**src/hw/hbcs_pkg.sv**
```systemverilog
// hbcs_pkg: constants and stage codes of the hub boot sequencer
// assumes a 100 MHz sys_clk; pads present straps as sensed level codes
package hbcs_pkg;

    // ========================================
    // spi timing, 8 sys cycles per sck
    localparam logic [2:0]  SCK_RISE_PH  = 3'h4;
    localparam logic [2:0]  SCK_LAST_PH  = 3'h7;

    // ========================================
    // spi rom probe
    localparam logic [7:0]  CMD_READ     = 8'h03;
    localparam logic [7:0]  CMD_DUAL     = 8'h3B;
    localparam logic [23:0] SIG_ADDR     = 24'h00_FFFA;
    localparam logic [31:0] SIG_VALUE    = 32'h3244_4655;  // "2DFU"
    localparam logic [15:0] EXEC_ADDR    = 16'h0000;
    localparam logic [6:0]  TX_BITS      = 7'h20;
    localparam logic [6:0]  RX_START_1X  = 7'h20;
    localparam logic [6:0]  RX_START_2X  = 7'h28;          // 8 dummy clocks in dual read
    localparam logic [6:0]  END_1X       = 7'h40;
    localparam logic [6:0]  END_2X       = 7'h38;

    // ========================================
    // soc session end register
    localparam logic [7:0]  SOC_END_REG  = 8'hFF;

    // ========================================
    // five-level strap: sensed level codes
    localparam logic [2:0]  LVL_PD_200K  = 3'h0;
    localparam logic [2:0]  LVL_PU_200K  = 3'h1;
    localparam logic [2:0]  LVL_PD_10K   = 3'h2;
    localparam logic [2:0]  LVL_PU_10K   = 3'h3;
    localparam logic [2:0]  LVL_PD_10R   = 3'h4;
    localparam int unsigned PORTS        = 4;

    // ========================================
    // pin synchroniser width
    localparam int unsigned PIN_W        = 16;

    // ========================================
    // boot stages
    typedef enum logic [3:0] {
        HBCS_STANDBY, HBCS_ROM_PROBE, HBCS_DEF_LOAD, HBCS_PIN_SAMPLE,
        HBCS_SOC_SETUP, HBCS_MERGE, HBCS_IDLE, HBCS_SUSPEND,
        HBCS_CHARGER_DETECT, HBCS_ATTACH, HBCS_NORMAL
    } hbcs_stage_t;

endpackage : hbcs_pkg

```
**src/hw/hbcs_sync.sv**
```systemverilog
// hbcs_sync: two-flop synchroniser for independent pin levels
// assumes each bit is a level that may change at any time
`timescale 1ns/10ps
module hbcs_sync #(
    parameter int unsigned W = 1
) (
    input  wire logic         sys_clk,  // core clock
    input  wire logic         arst_n,   // async reset, active low
    input  wire logic [W-1:0] pin_in,   // raw pin levels
    output logic      [W-1:0] pin_sync  // levels after two flops
);

    logic [W-1:0] meta;

    // ========================================
    // first flop feeds only the second
    always_ff @(posedge sys_clk or negedge arst_n) begin
        if (!arst_n) begin
            meta     <= '0;
            pin_sync <= '0;
        end else begin
            meta     <= pin_in;
            pin_sync <= meta;
        end
    end

endmodule : hbcs_sync

```
**src/hw/hbcs_strap_decode.sv**
```systemverilog
// hbcs_strap_decode: five-level resistor strap to port count and port mask
// assumes a synchronised, latched level code from the pad sense logic
`timescale 1ns/10ps
module hbcs_strap_decode (
    input  wire logic [2:0] level,      // sensed level code
    output logic      [2:0] port_count, // ports affected, counted from port 1
    output logic      [3:0] port_mask   // one bit per port, bit 0 is port 1
);

    // ========================================
    // unknown codes fall back to no ports, the safe choice
    always_comb begin
        unique case (level)
            hbcs_pkg::LVL_PU_200K: port_count = 3'h1;
            hbcs_pkg::LVL_PD_10K:  port_count = 3'h2;
            hbcs_pkg::LVL_PU_10K:  port_count = 3'h3;
            hbcs_pkg::LVL_PD_10R:  port_count = 3'h4;
            default:               port_count = 3'h0;
        endcase
        for (int i = 0; i < hbcs_pkg::PORTS; i++) begin
            port_mask[i] = (32'(port_count) > i);
        end
    end

endmodule : hbcs_strap_decode

```
**src/hw/hbcs_top.sv**
```systemverilog
// hbcs_top: boot and configuration sequencer of a four-port hub
// assumes load, merge and charger handshakes on sys_clk
// and raw pins from outside the domain
//
// Operation
// - fixed-port strap decodes to five settings
// - charge strap decodes to five settings
// - reset pin low standby, high hub
// - standby: ports off, pins hi-z, pll halted
// - nothing kept across standby, reinit after
// - reset release enters rom probe, defaults
// - probe spi flash for 2DFU at FFFA
// - match sets external rom, both then default load
// - no spi strap skips external rom
// - spi single/dual bit, mode 0 frames, mode 3 parks sck high after
// - load defaults, then strap overrides
// - sample spi straps, pick soc or merge
// - soc setup waits without any timeout
// - soc write to register FF ends setup
// - merge default, soc and otp, apply
// - configured: idle, then suspend without vbus and connect_req
// - vbus: charger detect if charging, else attach
// - charger detect done leads to attach
// - attach connects on vbus, holds till drop
// - latch all straps at reset release
// - both pull-ups smbus, no pulls spi
// - reset low standby, soft disconnect attach
`timescale 1ns/10ps
module hbcs_top (
    input  wire logic        sys_clk,        // 100 MHz core clock
    input  wire logic        arst_n,         // power-on reset, active low
    input  wire logic        chip_reset_n,   // chip reset pin, active low
    input  wire logic [2:0]  fixed_port_strap,  // fixed-port strap level
    input  wire logic [2:0]  charge_port_strap, // charge strap level
    input  wire logic        sdo_pullup,     // 10k pull-up on spi data-out
    input  wire logic        sck_pullup,     // 10k pull-up on spi clock
    input  wire logic        sdo_pulled,     // any pull on spi data-out
    input  wire logic        sck_pulled,     // any pull on spi clock
    input  wire logic        spi_dual,       // 1: dual-bit rom read
    input  wire logic        spi_mode3,      // 1: sck parked high after the probe frame, low before it
    input  wire logic        spi_di,         // spi data in pin
    input  wire logic        spi_do_in,      // spi data-out, read in dual
    input  wire logic        vbus,           // vbus function pin
    input  wire logic        connect_req,    // hub connect request pin
    input  wire logic        soft_disc,      // upstream soft disconnect
    input  wire logic        usb_configured, // host finished enumeration
    input  wire logic        load_done,      // default load finished
    input  wire logic        soc_wr,         // smbus write strobe
    input  wire logic [7:0]  soc_wr_reg,     // smbus write register
    input  wire logic        merge_done,     // merge and apply finished
    input  wire logic        chg_done,       // charger detection finished
    output logic             spi_ce_n,       // spi chip enable, active low
    output logic             spi_sck,        // spi serial clock
    output logic             spi_do,         // spi data out
    output logic             spi_do_oe,      // spi data-out drive enable
    output logic             ext_rom_en,     // executing from external rom
    output logic [15:0]      exec_addr,      // start address of execution
    output logic             load_req,       // default load request
    output logic [3:0]       fixed_ports,    // non-removable port mask
    output logic [3:0]       charge_ports,   // charging port mask
    output logic [2:0]       fixed_count,    // non-removable port count
    output logic [2:0]       charge_count,   // charging port count
    output logic             smbus_mode,     // smbus slave mode selected
    output logic             soc_cfg_en,     // soc writes accepted
    output logic             merge_req,      // merge request
    output logic             chg_req,        // charger detect request
    output logic             suspended,      // hub in suspend
    output logic             usb_connect,    // upstream connect
    output logic [3:0]       ports_en,       // downstream port enables
    output logic             phy_oe,         // data pins driven, low is hi-z
    output logic             pll_run,        // pll enabled
    output logic [3:0]       stage           // current boot stage code
);

    // ========================================
    // state
    typedef struct packed {
        hbcs_pkg::hbcs_stage_t st;
        logic [2:0]  ph;
        logic [6:0]  bitn;
        logic [31:0] tx;
        logic [31:0] rx;
        logic        busy;
        logic [2:0]  fix_lvl;
        logic [2:0]  chg_lvl;
        logic        smb;
        logic        spi_sel;
        logic        dual;
        logic        mode3;
        logic        spi_ce_n;
        logic        spi_sck;
        logic        spi_do;
        logic        spi_do_oe;
        logic        ext_rom_en;
        logic [15:0] exec_addr;
        logic        load_req;
        logic [3:0]  fixed_ports;
        logic [3:0]  charge_ports;
        logic [2:0]  fixed_count;
        logic [2:0]  charge_count;
        logic        soc_cfg_en;
        logic        merge_req;
        logic        chg_req;
        logic        suspended;
        logic        usb_connect;
        logic [3:0]  ports_en;
        logic        phy_oe;
        logic        pll_run;
    } hbcs_state_t;

    hbcs_state_t s;
    hbcs_state_t next_s;

    // ========================================
    // pin synchronisers
    logic [hbcs_pkg::PIN_W-1:0] pins_raw;
    logic [hbcs_pkg::PIN_W-1:0] pins;
    assign pins_raw = {chip_reset_n, fixed_port_strap, charge_port_strap, sdo_pullup,
                       sck_pullup, sdo_pulled, sck_pulled, spi_di, spi_do_in, vbus,
                       connect_req, soft_disc};

    hbcs_sync #(.W(hbcs_pkg::PIN_W)) u_sync (
        .sys_clk  (sys_clk),
        .arst_n   (arst_n),
        .pin_in   (pins_raw),
        .pin_sync (pins)
    );

    logic       rst_pin_s;
    logic [2:0] fix_s;
    logic [2:0] chg_s;
    logic       sdo_pu_s;
    logic       sck_pu_s;
    logic       sdo_any_s;
    logic       sck_any_s;
    logic       di_s;
    logic       do_s;
    logic       vbus_s;
    logic       conn_s;
    logic       disc_s;
    assign {rst_pin_s, fix_s, chg_s, sdo_pu_s, sck_pu_s, sdo_any_s, sck_any_s,
            di_s, do_s, vbus_s, conn_s, disc_s} = pins;

    // ========================================
    // strap decoders, fed from the latched levels
    logic [2:0] fix_cnt;
    logic [3:0] fix_mask;
    logic [2:0] chg_cnt;
    logic [3:0] chg_mask;

    hbcs_strap_decode u_fix_dec (
        .level      (s.fix_lvl),
        .port_count (fix_cnt),
        .port_mask  (fix_mask)
    );

    hbcs_strap_decode u_chg_dec (
        .level      (s.chg_lvl),
        .port_count (chg_cnt),
        .port_mask  (chg_mask)
    );

    // ========================================
    // spi probe helpers
    logic [6:0] rx_start;
    logic [6:0] end_bit;
    logic       rx_phase;
    assign rx_start = s.dual ? hbcs_pkg::RX_START_2X : hbcs_pkg::RX_START_1X;
    assign end_bit  = s.dual ? hbcs_pkg::END_2X : hbcs_pkg::END_1X;
    assign rx_phase = (s.bitn >= rx_start);

    // ========================================
    // sequencer; reset pin low overrides every stage
    always_comb begin
        next_s = s;
        unique case (s.st)
            hbcs_pkg::HBCS_STANDBY: begin
                if (rst_pin_s) begin
                    next_s.fix_lvl = fix_s;
                    next_s.chg_lvl = chg_s;
                    next_s.smb     = sdo_pu_s && sck_pu_s;
                    next_s.spi_sel = !sdo_any_s && !sck_any_s;
                    next_s.dual    = spi_dual;
                    next_s.mode3   = spi_mode3;
                    next_s.pll_run = 1'b1;
                    next_s.st      = hbcs_pkg::HBCS_ROM_PROBE;
                end
            end
            hbcs_pkg::HBCS_ROM_PROBE: begin
                if (!s.spi_sel) begin
                    next_s.st = hbcs_pkg::HBCS_DEF_LOAD;
                end else if (!s.busy) begin
                    // start the signature read
                    next_s.busy     = 1'b1;
                    next_s.spi_ce_n = 1'b0;
                    next_s.ph       = '0;
                    next_s.bitn     = '0;
                    next_s.tx       = {s.dual ? hbcs_pkg::CMD_DUAL : hbcs_pkg::CMD_READ,
                                       hbcs_pkg::SIG_ADDR};
                    next_s.rx       = '0;
                    next_s.spi_do   = 1'b0;
                    next_s.spi_do_oe = 1'b1;
                end else begin
                    next_s.ph      = s.ph + 3'h1;
                    next_s.spi_sck = (s.ph + 3'h1) >= hbcs_pkg::SCK_RISE_PH;
                    if (s.ph == '0) begin
                        // launch on the falling half, rom samples on the rise
                        next_s.spi_do    = s.tx[31];
                        next_s.spi_do_oe = !s.dual || (s.bitn < hbcs_pkg::TX_BITS);
                    end
                    if (s.ph == hbcs_pkg::SCK_LAST_PH) begin
                        next_s.spi_sck = 1'b0;
                        next_s.tx      = {s.tx[30:0], 1'b0};
                        next_s.bitn    = s.bitn + 7'h1;
                        if (rx_phase) begin
                            // late sample: synchroniser delay stays inside one half period
                            next_s.rx = s.dual ? {s.rx[29:0], di_s, do_s} : {s.rx[30:0], di_s};
                        end
                        if (s.bitn + 7'h1 == end_bit) begin
                            next_s.busy      = 1'b0;
                            next_s.spi_ce_n  = 1'b1;
                            next_s.spi_do_oe = 1'b0;
                            next_s.spi_sck   = s.mode3;
                            if ((s.dual ? {s.rx[29:0], di_s, do_s} : {s.rx[30:0], di_s})
                                == hbcs_pkg::SIG_VALUE) begin
                                next_s.ext_rom_en = 1'b1;
                                next_s.exec_addr  = hbcs_pkg::EXEC_ADDR;
                            end
                            next_s.st = hbcs_pkg::HBCS_DEF_LOAD;
                        end
                    end
                end
            end
            hbcs_pkg::HBCS_DEF_LOAD: begin
                next_s.load_req = 1'b1;
                if (s.load_req && load_done) begin
                    // strap values override the rom defaults
                    next_s.load_req     = 1'b0;
                    next_s.fixed_ports  = fix_mask;
                    next_s.charge_ports = chg_mask;
                    next_s.fixed_count  = fix_cnt;
                    next_s.charge_count = chg_cnt;
                    next_s.st           = hbcs_pkg::HBCS_PIN_SAMPLE;
                end
            end
            hbcs_pkg::HBCS_PIN_SAMPLE: begin
                if (s.smb) begin
                    next_s.soc_cfg_en = 1'b1;
                    next_s.st         = hbcs_pkg::HBCS_SOC_SETUP;
                end else begin
                    next_s.st = hbcs_pkg::HBCS_MERGE;
                end
            end
            hbcs_pkg::HBCS_SOC_SETUP: begin
                // no timeout: only the end-of-session write leaves
                if (soc_wr && soc_wr_reg == hbcs_pkg::SOC_END_REG) begin
                    next_s.soc_cfg_en = 1'b0;
                    next_s.st         = hbcs_pkg::HBCS_MERGE;
                end
            end
            hbcs_pkg::HBCS_MERGE: begin
                next_s.merge_req = 1'b1;
                if (s.merge_req && merge_done) begin
                    next_s.merge_req = 1'b0;
                    next_s.ports_en  = 4'hF;
                    next_s.phy_oe    = 1'b1;
                    next_s.st        = hbcs_pkg::HBCS_IDLE;
                end
            end
            hbcs_pkg::HBCS_IDLE, hbcs_pkg::HBCS_SUSPEND: begin
                next_s.suspended = 1'b0;
                if (vbus_s) begin
                    next_s.st = (s.charge_count != 3'h0) ? hbcs_pkg::HBCS_CHARGER_DETECT
                                                         : hbcs_pkg::HBCS_ATTACH;
                end else if (!conn_s) begin
                    next_s.suspended = 1'b1;
                    next_s.st        = hbcs_pkg::HBCS_SUSPEND;
                end else begin
                    next_s.st = hbcs_pkg::HBCS_IDLE;
                end
            end
            hbcs_pkg::HBCS_CHARGER_DETECT: begin
                next_s.chg_req = 1'b1;
                if (s.chg_req && chg_done) begin
                    next_s.chg_req = 1'b0;
                    next_s.st      = hbcs_pkg::HBCS_ATTACH;
                end
            end
            hbcs_pkg::HBCS_ATTACH: begin
                // connect while vbus high, no soft disconnect
                next_s.usb_connect = vbus_s && !disc_s;
                if (!vbus_s) begin
                    next_s.st = hbcs_pkg::HBCS_IDLE;
                end else if (usb_configured && !disc_s) begin
                    next_s.st = hbcs_pkg::HBCS_NORMAL;
                end
            end
            hbcs_pkg::HBCS_NORMAL: begin
                if (!vbus_s) begin
                    next_s.usb_connect = 1'b0;
                    next_s.st          = hbcs_pkg::HBCS_IDLE;
                end else if (disc_s) begin
                    next_s.usb_connect = 1'b0;
                    next_s.st          = hbcs_pkg::HBCS_ATTACH;
                end
            end
            default: begin
                next_s.st = hbcs_pkg::HBCS_STANDBY;
            end
        endcase

        // reset pin low: drop everything, nothing is saved
        if (!rst_pin_s) begin
            next_s          = '0;
            next_s.st       = hbcs_pkg::HBCS_STANDBY;
            next_s.spi_ce_n = 1'b1;
        end
    end

    // ========================================
    // state register; resets to idle standby
    always_ff @(posedge sys_clk or negedge arst_n) begin
        if (!arst_n) begin
            s          <= '0;
            s.st       <= hbcs_pkg::HBCS_STANDBY;
            s.spi_ce_n <= 1'b1;
        end else begin
            s <= next_s;
        end
    end

    // ========================================
    // outputs straight from the state register
    assign spi_ce_n     = s.spi_ce_n;
    assign spi_sck      = s.spi_sck;
    assign spi_do       = s.spi_do;
    assign spi_do_oe    = s.spi_do_oe;
    assign ext_rom_en   = s.ext_rom_en;
    assign exec_addr    = s.exec_addr;
    assign load_req     = s.load_req;
    assign fixed_ports  = s.fixed_ports;
    assign charge_ports = s.charge_ports;
    assign fixed_count  = s.fixed_count;
    assign charge_count = s.charge_count;
    assign smbus_mode   = s.smb;
    assign soc_cfg_en   = s.soc_cfg_en;
    assign merge_req    = s.merge_req;
    assign chg_req      = s.chg_req;
    assign suspended    = s.suspended;
    assign usb_connect  = s.usb_connect;
    assign ports_en     = s.ports_en;
    assign phy_oe       = s.phy_oe;
    assign pll_run      = s.pll_run;
    assign stage        = s.st;

endmodule : hbcs_top

```
**config.mk**
```make
export PLATFORM = sky130hd
export DESIGN_NAME = hbcs_top
export DESIGN_NICKNAME = d
export VERILOG_FILES = /design/src/hw/hbcs_pkg.sv /design/src/hw/hbcs_sync.sv /design/src/hw/hbcs_strap_decode.sv /design/src/hw/hbcs_top.sv
export SDC_FILE = /design/constraint.sdc
export NUM_CORES = 1
export LEC_CHECK = 0
export BUFFER_PORTS_ARGS = -buffer_cell sky130_fd_sc_hd__buf_2
export CAP_MARGIN = 5
export CORE_AREA = 5 5 116 118
export DETAILED_ROUTE_END_ITERATION = 8
export DIE_AREA = 0 0 121 123
export MAX_ROUTING_LAYER = met4
export PLACE_DENSITY = 0.87
export SLEW_MARGIN = 40
export SYNTH_ARGS = -nofsm -noshare
export SYNTH_HDL_FRONTEND = slang
export SYNTH_SLANG_ARGS = --single-unit
export TNS_END_PERCENT = 20
```
**constraint.sdc**
```tcl
create_clock -name sys_clk -period 2.7 [get_ports sys_clk]
set_input_delay 0.54 -clock sys_clk [delete_from_list [all_inputs] [get_ports sys_clk]]
set_output_delay 0.54 -clock sys_clk [all_outputs]
set_load 0.02 [all_outputs]
```
### After elaboration in Yosys (flattened, before gate mapping)

Cells that the tools add are included.

| storage, ports and cells | value |
|---|---|
| flip-flop bits (word level) | 167 |
| input bits | 33 |
| output and inout port bits | 52 |
| logic and storage cells | 187 |

| cells by class | value |
|---|---|
| $add $sub $neg | 2 |
| $lt $le $gt $ge | 11 |
| equal/unequal tests | 51 |
| mux-type cells | 61 |
| reduce and logical (&&, ||, !) cells | 29 |

Operators with widths:

| kind | number |
|---|---|
| $mux 75 | 3 |
| $mux 136 | 1 |
| $mux 72 | 1 |
| $mux 32 | 2 |
| $mux 4 | 14 |
| $mux 21 | 2 |
| $pmux 4 s10 | 1 |
| $mux 18 | 2 |
| $mux 17 | 2 |
| $ne 3x3->1 const B | 11 |
| $eq 32x30->1 const B | 1 |
| $mux 15 | 2 |
| $ne 2x2->1 const B | 13 |
| $pmux 3 s4 | 2 |
| $ne 4x4->1 const B | 5 |
| $mux 1 | 18 |
| $eq 4x3->1 const B | 4 |
| $eq 3x2->1 const B | 4 |
| $eq 4x4->1 const B | 3 |
| $gt 3x1->1 const B | 4 |
| $gt 3x2->1 const B | 4 |
| $reduce_and 3->1 | 4 |
| $mux 10 | 1 |
| $mux 5 | 2 |
| other kinds (26) | 48 |

### Logic depth before layout (Yosys ltp)

Gate-level depths: netlist of run 1.

| depth | value |
|---|---|
| depth after elaboration | 9 |
| depth in mapped cells | 10 |
| gate-level depth less buffers | 8 |

### Hierarchy

Synthesis of run 1 repeated with hierarchy kept, for this count alone.

| unflattened totals | value |
|---|---|
| cells, all modules | 742 |
| area total of the unflattened synthesis | 7144.4 sq um |

Modules (own cells, without submodules):

| module | instances | cells each | area an instance (sq um) | seq. area each (sq um) |
|---|---|---|---|---|
| hbcs_top | 1 | 694 | 6226.0 | 2854.0 |
| hbcs_sync | 1 | 32 | 800.8 | 800.8 |
| hbcs_strap_decode | 2 | 8 | 58.8 | 0.0 |

### Worst setup path after synthesis of run 1

No wires, ideal clock.

| path | value |
|---|---|
| kind | register to register |
| from | register s[122] (netlist name) |
| to | register s (netlist bit stage[1]) |
| library setup time | 132 ps |
| data arrival time | 1922 ps |
| data required time | 2568 ps |
| slack | 646 ps |
| stages on the path, launching flop included | 9 |
| path buffers | 1 |
| clock period less this slack | 2054 ps |
| cells stage by stage | dfrtp_1 > ha_1 > and3_1 > buf_2 > o211a_1 > a221oi_2 > o22ai_1 > a31o_1 > o2bb2ai_1 |

| on the way | value |
|---|---|
| cells in the longest elaborated chain, start to end | 4 |

Ends and longest elaborated chain:

| what | RTL line | RTL |
|---|---|---|
| from (decl) | hbcs_top.sv:111 | `hbcs_state_t s;` |
| from (signal assigned) | hbcs_top.sv:328 | `s <= next_s;` |
| $add 7x1->7 | hbcs_top.sv:219 | `if (s.bitn + 7'h1 == end_bit) begin` |
| $eq 7x7->1 | hbcs_top.sv:219 |  |
| $ne 4x4->1 (no source line) | - |  |
| $reduce_and 9->1 (no source line) | - |  |

Every way passes these cells.
A chain may end at the register's enable or synchronous reset.

### Worst setup path in the final report of run 1

| path | value |
|---|---|
| from | register s[122] (netlist name) |
| to | register s[57] (netlist name) |

| on the way | value |
|---|---|
| cells in the longest elaborated chain, start to end | 8 |

Ends and longest elaborated chain:

| what | RTL line | RTL |
|---|---|---|
| $add 7x1->7 | hbcs_top.sv:219 |  |
| $eq 7x7->1 | hbcs_top.sv:219 |  |
| $mux 1 | hbcs_top.sv:219 |  |
| $mux 72 | hbcs_top.sv:211 | `if (s.ph == hbcs_pkg::SCK_LAST_PH) begin` |
| $mux 75 | hbcs_top.sv:192 | `end else if (!s.busy) begin` |
| $mux 75 | hbcs_top.sv:190 | `if (!s.spi_sel) begin` |
| $mux 75 | hbcs_top.sv:176 | `unique case (s.st)` |
| $mux 136 | hbcs_top.sv:313 | `if (!rst_pin_s) begin` |

Every way passes these cells. The select of a mux whose other input is x is not followed.

==> results of run 1 <==
## power groups by stage
stage	registers [W]	logic [W]	clock network, W
4_1_cts	0.00242	0.00104	0.00234
3_3_place_gp	0.00245	0.000981	0
2_1_floorplan	0.00243	0.000774	0
6_report	0.00243	0.00105	0.00231
3_5_place_dp	0.00246	0.00102	0
5_1_grt	0.00244	0.00115	0.00245
## worst max-delay path by stage
stage / start / endpoint / depth (start not counted) / slack [ns]
4_1_cts: s[122] / s[57] / 7 / 0.42
2_1_floorplan: s[122] / stage[1] / 8 / 0.65
3_5_place_dp: s[122] / spi_do_oe / 7 / 0.47
6_report: s[122] / s[57] / 7 / 0.35
5_1_grt: s[122] / s[57] / 7 / 0.20
3_3_place_gp: s[122] / stage[1] / 7 / 0.58
## metrics by stage
stage	power [W]	setup slack (ns)	hold WS, ns	utilization, %	cell area [um2]
after floorplan	0.00320	0.646	0.244	-	7020
final	0.00579	0.355	0.0875	63.2	7810
after detailed placement	0.00348	0.468	0.336	58.5	7230
after global routing	0.00604	0.195	0.139	63.2	7810
after global placement	0.00343	0.579	0.334	58.5	7230
after CTS	0.00580	0.424	0.111	63.2	7810
## kinds of logic (layout without fill, tap and decap cells)
kind of cell | after synthesis | after routing
and+or+nand+nor | 227 | 227
other | 1 | 16
muxes | 29 | 29
buffers and inverters | 100 | 132
DFF | 144 | 144
adders and majority gates | 7 | 7
xor gates and xnor gates | 4 | 4
AOI/OAI and AO/OA | 197 | 197
## layout make-up
type | count | area [um2] | area share (%)
Timing Repair Buffer | 88 | 522 | 6.68
Tap cell | 172 | 215 | 2.76
Sequential cell | 144 | 3610 | 46.2
Multi-Input combinational cell | 480 | 2840 | 36.4
Clock buffer | 18 | 439 | 5.62
Clock inverter | 14 | 144 | 1.84
Inverter | 12 | 45.0 | 0.577
## state kept, by name, indices dropped and copies added, names as in the netlist, 2 cells and up
name,count
u_sync.meta,16
charge_count,2
u_sync.pin_sync,16
fixed_count,2
stage,4
charge_ports,4
s,82
fixed_ports,4
## cell usage in the layout (no fill, tap or decap), types with 13 or more instances in the layout
master     instances
buf_2             67
a21boi_0          20
dfrtp_1          142
buf_4             18
mux2i_1           28
clkbuf_16         17
conb_1            16
o31ai_1           31
o21ai_0           49
nand2_1          126
nor2_1            22
nor2b_1           13
a21oi_1           38
o22ai_1           19
## routing by layer
layer  vias to the layer above  track usage [%]  part of all wire (%)
met3                        26             5.72                   6.8
met2                       243             33.6                    49
met5                         -                -                     0
met1                      2659             28.5                    43
li1                       2525                -                     -
met4                         0             7.37                   1.8
==> flow_metrics.tcl, run 1 <==
set metrics [dict create \
    fin_tns_setup_ns 0 \
    hold_class "in -> async" \
    crit_required_ns 3.01 \
    r2r_end "s[57]" \
    die_h_um 123 \
    h-tree-depth 4 \
    worstPathArrival_ns 2.66 \
    antenna_cells 0 \
    rows 41 \
    yosysMostFrequentCell "dfrtp_1" \
    worst-r2r-setup-slack_ns 0.35 \
    cts.clk_slew.worst_paths_ns 0.06 \
    synth.top_cell.area_share_pct 51.4 \
    cp-start-kind "flop" \
    synth_edf_count 0 \
    grt_usage_pct 21.9 \
    antenna_found_initial 0 \
    max_freq_ghz 0.426 \
    comb_power_share_pct 18.2 \
    syn_area_per_cell_um2 9.82 \
    io_pins 85 \
    muxShareOfSynthArea_pct 4.19 \
    p_clk_share_pct 39.9 \
    synthTopCellsByCount "dfrtp_1 (143), nand2_1 (126), o21ai_0 (49)" \
    cts.hold.buffers_added 0 \
    ys_types 61 \
    place.gp.congestion 0.857 \
    netlist_instances 709 \
    critPathMaxStageDelay_ns 0.47 \
    power_frac_seq_pct 41.9 \
    grt_pass1_wl_um 25300 \
    synth_area_um2 6960 \
    p_int_w 0.00398 \
    clockBufferDepth 2 \
    status "finished clean" \
    place_inst 896 \
    slew-limit-headroom_pct 60.7 \
    cpLargestDelayFamily "simple AND/OR/NAND/NOR gates" \
    wl_per_cell_um 16.5 \
    core-area_um2 12400 \
    cts_tree "done" \
    yosys.area_share.simple_pct 15.5 \
    rsz0062_at_grt "no" \
    cap_violations 0 \
    async_flop_share_pct 100 \
    drt-total-wl_um 15300 \
    leakagePower_nw 3.50 \
    reg2reg_from "s[122]" \
    fin_crit_sh_pct 86.9 \
    swShare_pct 31.1 \
    path_buf_inv 0 \
    cp_max_fo 9 \
    synth_compound_area_share_pct 18.4 \
    critical_path_class "reg -> reg" \
    power_switching_w 0.00180 \
    area_growth_pct 12.2 \
    overflow 0 \
    grt_pass1_vias 5152 \
    via_count 5453 \
    fin_worst_skew_ns 0.00713 \
    drc_errors 0 \
    synthTopCellsByArea "dfrtp_1 (51%), nand2_1 (6.8%), buf_4 (4.6%), mux2i_1 (4.0%), o21ai_0 (3.5%)" \
    fin_nets 783 \
    fillCellCount 920 \
    port_buffers 68 \
    tightest_slew_ns 0.589 \
    fp.dieW_um 121 \
    root_buffer "clkbuf_16" \
    grt_max_degree 66 \
    cts_resized 0 \
    numClockSinks 144 \
    crit_slowest_cell "dfrtp_1" \
    first_iter_violations 691 \
    synth_xor_area_share_pct 0.503 \
    finalHoldViolations 0 \
    first_pass_iters 5 \
    synth-seq-cells 144 \
    period_minus_slack_ns 2.35 \
    initial_core_util_pct 56.3 \
    insertion_delay_ns 0.43 \
    vias_per_cell 5.88 \
    cts_setup_buffers 0 \
    finalSetupViolations 0 \
    drive_gt1_share_pct 17.2 \
    yosys_warnings 0 \
    drv_slew 0 \
    cp_cell_sequence "ha_1 > and3_1 > nor4b_1 > a31oi_1 > o22ai_1 > nand3_1 > o211a_1" \
    synth_top_cell_by_area "dfrtp_1" \
    powerDensity_nw_per_um2 741 \
    vdd_drop_max_mv 0.328 \
    stdcell_count 928 \
    cts_buffers 17 \
    r2r_cells 7 \
    yosysSeqAreaShare_pct 51.8 \
    synth_top_family_by_area "compound AO/OA/AOI/OAI gates" \
    ant_nets 0 \
    dp_hpwl_um 9810 \
    synth_fa_ha_area_share_pct 1.26 \
    critPathCaptureType "flop" \
    die_area_um2 14900 \
    ys.flop_type "dfrtp_1" \
]
No activity file was read; power rests on OpenSTA's default activity.
==> inputs of run 2 (changes only) <==
--- a/config.mk
+++ b/config.mk
@@ -11,7 +11,7 @@
 export DETAILED_ROUTE_END_ITERATION = 8
 export DIE_AREA = 0 0 121 123
 export MAX_ROUTING_LAYER = met4
-export PLACE_DENSITY = 0.87
+export PLACE_DENSITY = 0.76
 export SLEW_MARGIN = 40
 export SYNTH_ARGS = -nofsm -noshare
 export SYNTH_HDL_FRONTEND = slang
==> flow_metrics.tcl, run 2 (same netlist as run 1, synthesis figures left out) <==
set metrics [dict create \
    status "finished clean" \
    wl_per_cell_um 15.9 \
    core-area_um2 12400 \
    critPathCaptureType "flop" \
    insertion_delay_ns 0.42 \
    rows 41 \
    finalSetupViolations 0 \
    vdd_drop_max_mv 0.686 \
    io_pins 85 \
    cts_setup_buffers 0 \
    cts.clk_slew.worst_paths_ns 0.06 \
    dpl_cell_area_um2 7250 \
    final_common_cell "dfrtp_1" \
    cts_resized 0 \
    die_area_um2 14900 \
    r2r_cells 7 \
    root_buffer "clkbuf_16" \
    grt_pass1_wl_um 24500 \
    numClockSinks 144 \
    regMostFlops "s" \
    first_pass_iters 7 \
    ant_nets 0 \
    drv_slew 0 \
    grt_max_degree 73 \
    area_growth_pct 12.8 \
    r2r_end "spi_do_oe" \
    mostFrequentLayoutCells "dfrtp_1 (142), nand2_1 (126), buf_2 (67)" \
    cts_buffers 17 \
    crit_required_ns 3.01 \
    clockBufferDepth 2 \
    cp-start-kind "flop" \
    reg2reg_from "s[122]" \
    fp.dieW_um 121 \
    fin_worst_skew_ns 0.00791 \
    crit_slowest_cell "dfrtp_1" \
    fin_crit_sh_pct 84.2 \
    largest_reg_flops 82 \
    tightest_slew_ns 0.658 \
    rsz0062_at_grt "no" \
    place.gp.congestion 0.872 \
    fin_tns_setup_ns 0 \
    port_buffers 68 \
    hold_class "in -> async" \
    first_iter_violations 491 \
    worstPathArrival_ns 2.58 \
    dr.max_layer_used "met4" \
    leakagePower_nw 3.52 \
    vias_per_cell 5.74 \
    antenna_found_initial 0 \
    overflow 0 \
    cap_violations 0 \
    critical_path_class "reg -> reg" \
    slew-limit-headroom_pct 56.2 \
    cts_tree "done" \
    dp_hpwl_um 9930 \
    powerDensity_nw_per_um2 741 \
    cts.hold.buffers_added 0 \
    drive_gt1_share_pct 17.3 \
    cp_cell_sequence "ha_1 > and3_1 > nor4b_1 > a31oi_1 > o22ai_1 > a21oi_1 > o221a_2" \
    finalHoldViolations 0 \
    power_w 0.00582 \
    h-tree-depth 4 \
    initial_core_util_pct 56.3 \
    grt_usage_pct 21.3 \
    cp_max_fo 9 \
    critPathMaxStageDelay_ns 0.47 \
    fin_nets 784 \
    drt-total-wl_um 14800 \
    max_freq_ghz 0.440 \
    grt_pass1_vias 5078 \
    wl_met2_um 7120 \
    via_count 5328 \
    reg.largest.list "s: 82 flops, u_sync.meta: 16 flops, u_sync.pin_sync: 16 flops" \
    antenna_cells 0 \
    wl_met3_um 921 \
    wl_met1_um 6580 \
    period_minus_slack_ns 2.27 \
    drc_errors 0 \
    die_h_um 123 \
    final_area_um2 7850 \
    worst-r2r-setup-slack_ns 0.43 \
]
==> run 2: power by group <==
| part | internal (W) | switching (W) |
|---|---|---|
| Combinational | 0.000373 | 0.000655 |
| Clock | 0.00143 | 0.000939 |
| Sequential | 0.00229 | 0.000130 |
==> run 2: critical path: cells and delay by family (launching register included) <==
kind / cells / cell delay, ns
AO/OA/AOI/OAI: 4 / 0.76
AND/OR/NAND/NOR: 2 / 0.62
flip-flops: 1 / 0.47
adder cells (fa/ha/maj): 1 / 0.33
==> run 2: worst max path at each step <==
stage	cells past startpoint	start	to
after floorplan	8	s[122]	stage[1]
after global placement	7	s[122]	stage[1]
after detailed placement	7	s[122]	spi_do_oe
after CTS	7	s[122]	spi_do_oe
after global routing	7	s[122]	ext_rom_en
final	7	s[122]	spi_do_oe
==> run 2: layout make-up <==
class,instances,area (um2)
Clock buffer,19,453
Clock inverter,13,150
Fill cell,1010,4510
Inverter,12,45.0
Multi-Input combinational cell,480,2840
Sequential cell,144,3610
Tap cell,172,215
Timing Repair Buffer,89,542
==> run 2: routing by layer <==
layer,vias to the layer above,GRT usage [%]
met4,0,6.80
met2,201,33.0
met1,2588,27.8
li1,2522,-
met3,17,5.58
met5,-,-
==> run 2: through the flow <==
stage | cells | hold slack [ns] | setup slack, ns | util [%]
CTS | 929 | 0.155 | 0.453 | 63.5
global placement | 897 | 0.334 | 0.592 | 58.6
finish | 929 | 0.137 | 0.426 | 63.5
detailed placement | 897 | 0.337 | 0.478 | 58.6
floorplan | 724 | 0.244 | 0.646 | -
global route | 929 | 0.183 | 0.217 | 63.5
==> inputs of run 3 (changes only) <==
--- a/config.mk
+++ b/config.mk
@@ -5,13 +5,14 @@
 export SDC_FILE = /design/constraint.sdc
 export NUM_CORES = 1
 export LEC_CHECK = 0
+export ABC_AREA = 1
 export BUFFER_PORTS_ARGS = -buffer_cell sky130_fd_sc_hd__buf_2
 export CAP_MARGIN = 5
-export CORE_AREA = 5 5 116 118
+export CORE_AREA = 5 5 121 123
 export DETAILED_ROUTE_END_ITERATION = 8
-export DIE_AREA = 0 0 121 123
+export DIE_AREA = 0 0 126 128
 export MAX_ROUTING_LAYER = met4
-export PLACE_DENSITY = 0.76
+export PLACE_DENSITY = 0.72
 export SLEW_MARGIN = 40
 export SYNTH_ARGS = -nofsm -noshare
 export SYNTH_HDL_FRONTEND = slang
==> constraint.sdc (replaced) <==
create_clock -name sys_clk -period 1.9 [get_ports sys_clk]
set_input_delay 0.38 -clock sys_clk [delete_from_list [all_inputs] [get_ports sys_clk]]
set_output_delay 0.38 -clock sys_clk [all_outputs]
set_load 0.02 [all_outputs]
==> flow_metrics.tcl, run 3 <==
set metrics [dict create \
    finalHoldViolations 0 \
    grt_max_degree 61 \
    place.gp.congestion 0.885 \
    root_buffer "clkbuf_16" \
    leakagePower_nw 3.86 \
    fin_nets 891 \
    first_iter_violations 481 \
    largest_reg_flops 82 \
    rows 43 \
    fin_worst_skew_ns 0.00809 \
    area_growth_pct 20.0 \
    antenna_cells 0 \
    numClockSinks 144 \
    core-area_um2 13600 \
    cp-start-kind "flop" \
    yosysSeqAreaShare_pct 53.1 \
    initial_core_util_pct 50.1 \
    synth-seq-cells 144 \
    insertion_delay_ns 0.42 \
    period_minus_slack_ns 1.87 \
    synth_edf_count 0 \
    fin_util_pct 60.1 \
    ys.flop_type "dfrtp_1" \
    drive_gt1_share_pct 20.6 \
    overflow 0 \
    r2r_end "s[75]" \
    synth_area_um2 6790 \
    fin_crit_sh_pct 98.5 \
    reg2reg_from "s[48]" \
    wl_per_cell_um 15.2 \
    synthTopCellsByCount "nand2_1 (163), dfrtp_1 (143), o21ai_0 (89)" \
    critPathCaptureType "flop" \
    critPathLaunch "s[48]" \
    drc_errors 0 \
    clockBufferDepth 2 \
    via_count 5562 \
    die_h_um 128 \
    max_freq_ghz 0.535 \
    dp_hpwl_um 10000 \
    netlist_instances 780 \
    cts_tree "done" \
    drv_slew 0 \
    status "finished clean" \
    drt-total-wl_um 15900 \
    crit_required_ns 2.24 \
    vdd_drop_max_mv 0.635 \
    finalSetupViolations 0 \
    r2r_cells 8 \
    synth_top_cell_by_area "dfrtp_1" \
    cap_violations 0 \
    worst-r2r-setup-slack_ns 0.03 \
    rsz0062_at_grt "yes" \
    yosys_warnings 0 \
    ys_types 43 \
    io_pins 85 \
    cts.clk_slew.worst_paths_ns 0.06 \
    h-tree-depth 4 \
    syn_area_per_cell_um2 8.70 \
    antenna_found_initial 0 \
    vias_per_cell 5.33 \
    synthTopCellsByArea "dfrtp_1 (53%), nand2_1 (9.0%), o21ai_0 (6.6%), buf_4 (4.6%), nand3_1 (4.4%)" \
    ant_nets 0 \
    cp-endpoint "s[75]" \
    worstPathArrival_ns 2.21 \
    final_common_cell "nand2_1" \
    power_w 0.00856 \
    reg.largest.list "s: 82 flops, u_sync.meta: 16 flops, u_sync.pin_sync: 16 flops" \
    grt_pass1_vias 5179 \
    first_pass_iters 5 \
    hold_class "in -> reg" \
    port_buffers 68 \
    cp_max_fo 7 \
    synth.top_cell.area_share_pct 52.7 \
    yosysMostFrequentCell "nand2_1" \
    fin_tns_setup_ns 0 \
    die_area_um2 16100 \
    regMostFlops "s" \
    mostFrequentLayoutCells "nand2_1 (162), dfrtp_1 (140), o21ai_0 (86)" \
    grt_pass1_wl_um 25500 \
    async_flop_share_pct 100 \
    grt_usage_pct 20.2 \
    fp.dieW_um 126 \
    cts_buffers 17 \
    critical_path_class "reg -> reg" \
    powerDensity_nw_per_um2 1050 \
]
[run 3: changes by cell type after synthesis, moves of 13 or more]
cell and delta:
o21ai_1 +21, nand2_1 +37, nor2_1 +17, o31ai_1 -16, nand3b_1 +18, o21ai_0 +40
inv_1 +61, nand3_1 +48, mux2i_1 -28, a21boi_0 -19, nor2b_1 -13, o22ai_1 -15
[run 3: worst max-delay path, cell delays in order (launching register included)]
cell,delay (ns)
dfrtp_2,0.47
ha_4,0.29
nand3_2,0.07
a31oi_2,0.18
nor3_2,0.10
nor2_8,0.29
buf_12,0.15
nand3_1,0.10
o21ai_1,0.12
[run 3: report_power, final]
part | switching, W | total, W | internal, W
Clock | 0.00136 | 0.00325 | 0.00189
Sequential | 0.000168 | 0.00349 | 0.00332
Combinational | 0.00112 | 0.00182 | 0.000704
[run 3: layer usage]
layer	GRT usage [%]	up-vias	part of all wire, %
met2	30.2	186	48
met4	7.13	0	1.3
met3	4.21	19	6.1
met5	-	-	0
li1	-	2677	-
met1	27.5	2680	44
[run 3: cells by family after synthesis]
group / synth area share (%)
simple gates: 19.9
compound gates: 14.3
buf+inv: 11.1
flops: 53.1
fa+ha+maj: 1.29
xor+xnor: 0.129
other cells: 0.0553
[run 3: cell type report]
type	instances	area, um2
Sequential cell	144	3610
Timing Repair Buffer	111	872
Clock inverter	13	128
Tap cell	180	225
Fill cell	1163	5420
Multi-Input combinational cell	499	2550
Inverter	78	303
Clock buffer	19	453
[run 3: worst min-delay path by stage]
| stage | end | cells after the start | start |
|---|---|---|---|
| 3_5_place_dp | fixed_ports[3] | 1 | arst_n |
| 2_1_floorplan | charge_count[0] | 0 | arst_n |
| 5_1_grt | u_sync.meta[3] | 1 | spi_do_in |
| 6_report | u_sync.meta[12] | 1 | fixed_port_strap[0] |
| 3_3_place_gp | fixed_ports[3] | 1 | arst_n |
| 4_1_cts | u_sync.meta[12] | 1 | fixed_port_strap[0] |
[run 3: stage by stage]
step                hold WS [ns]  area, um2  setup slack, ns  cells
global placement           0.316       7270            0.126    999
global route              0.0389       8140          -0.0658   1044
floorplan                 0.0844       6840            0.112    795
finish                    0.0581       8140           0.0292   1044
CTS                       0.0457       7860           0.0180   1032
detailed placement         0.321       7270           0.0737    999
[run 3: timing repair]
action | 4_1_cts | 5_1_grt
endpoints found under the hold margin | 37 | 0
setup endpoints to repair | 0 | 41
gates resized for setup | 0 | 30
buffers inserted | 0 | 8
hold buffers | 1 | 0
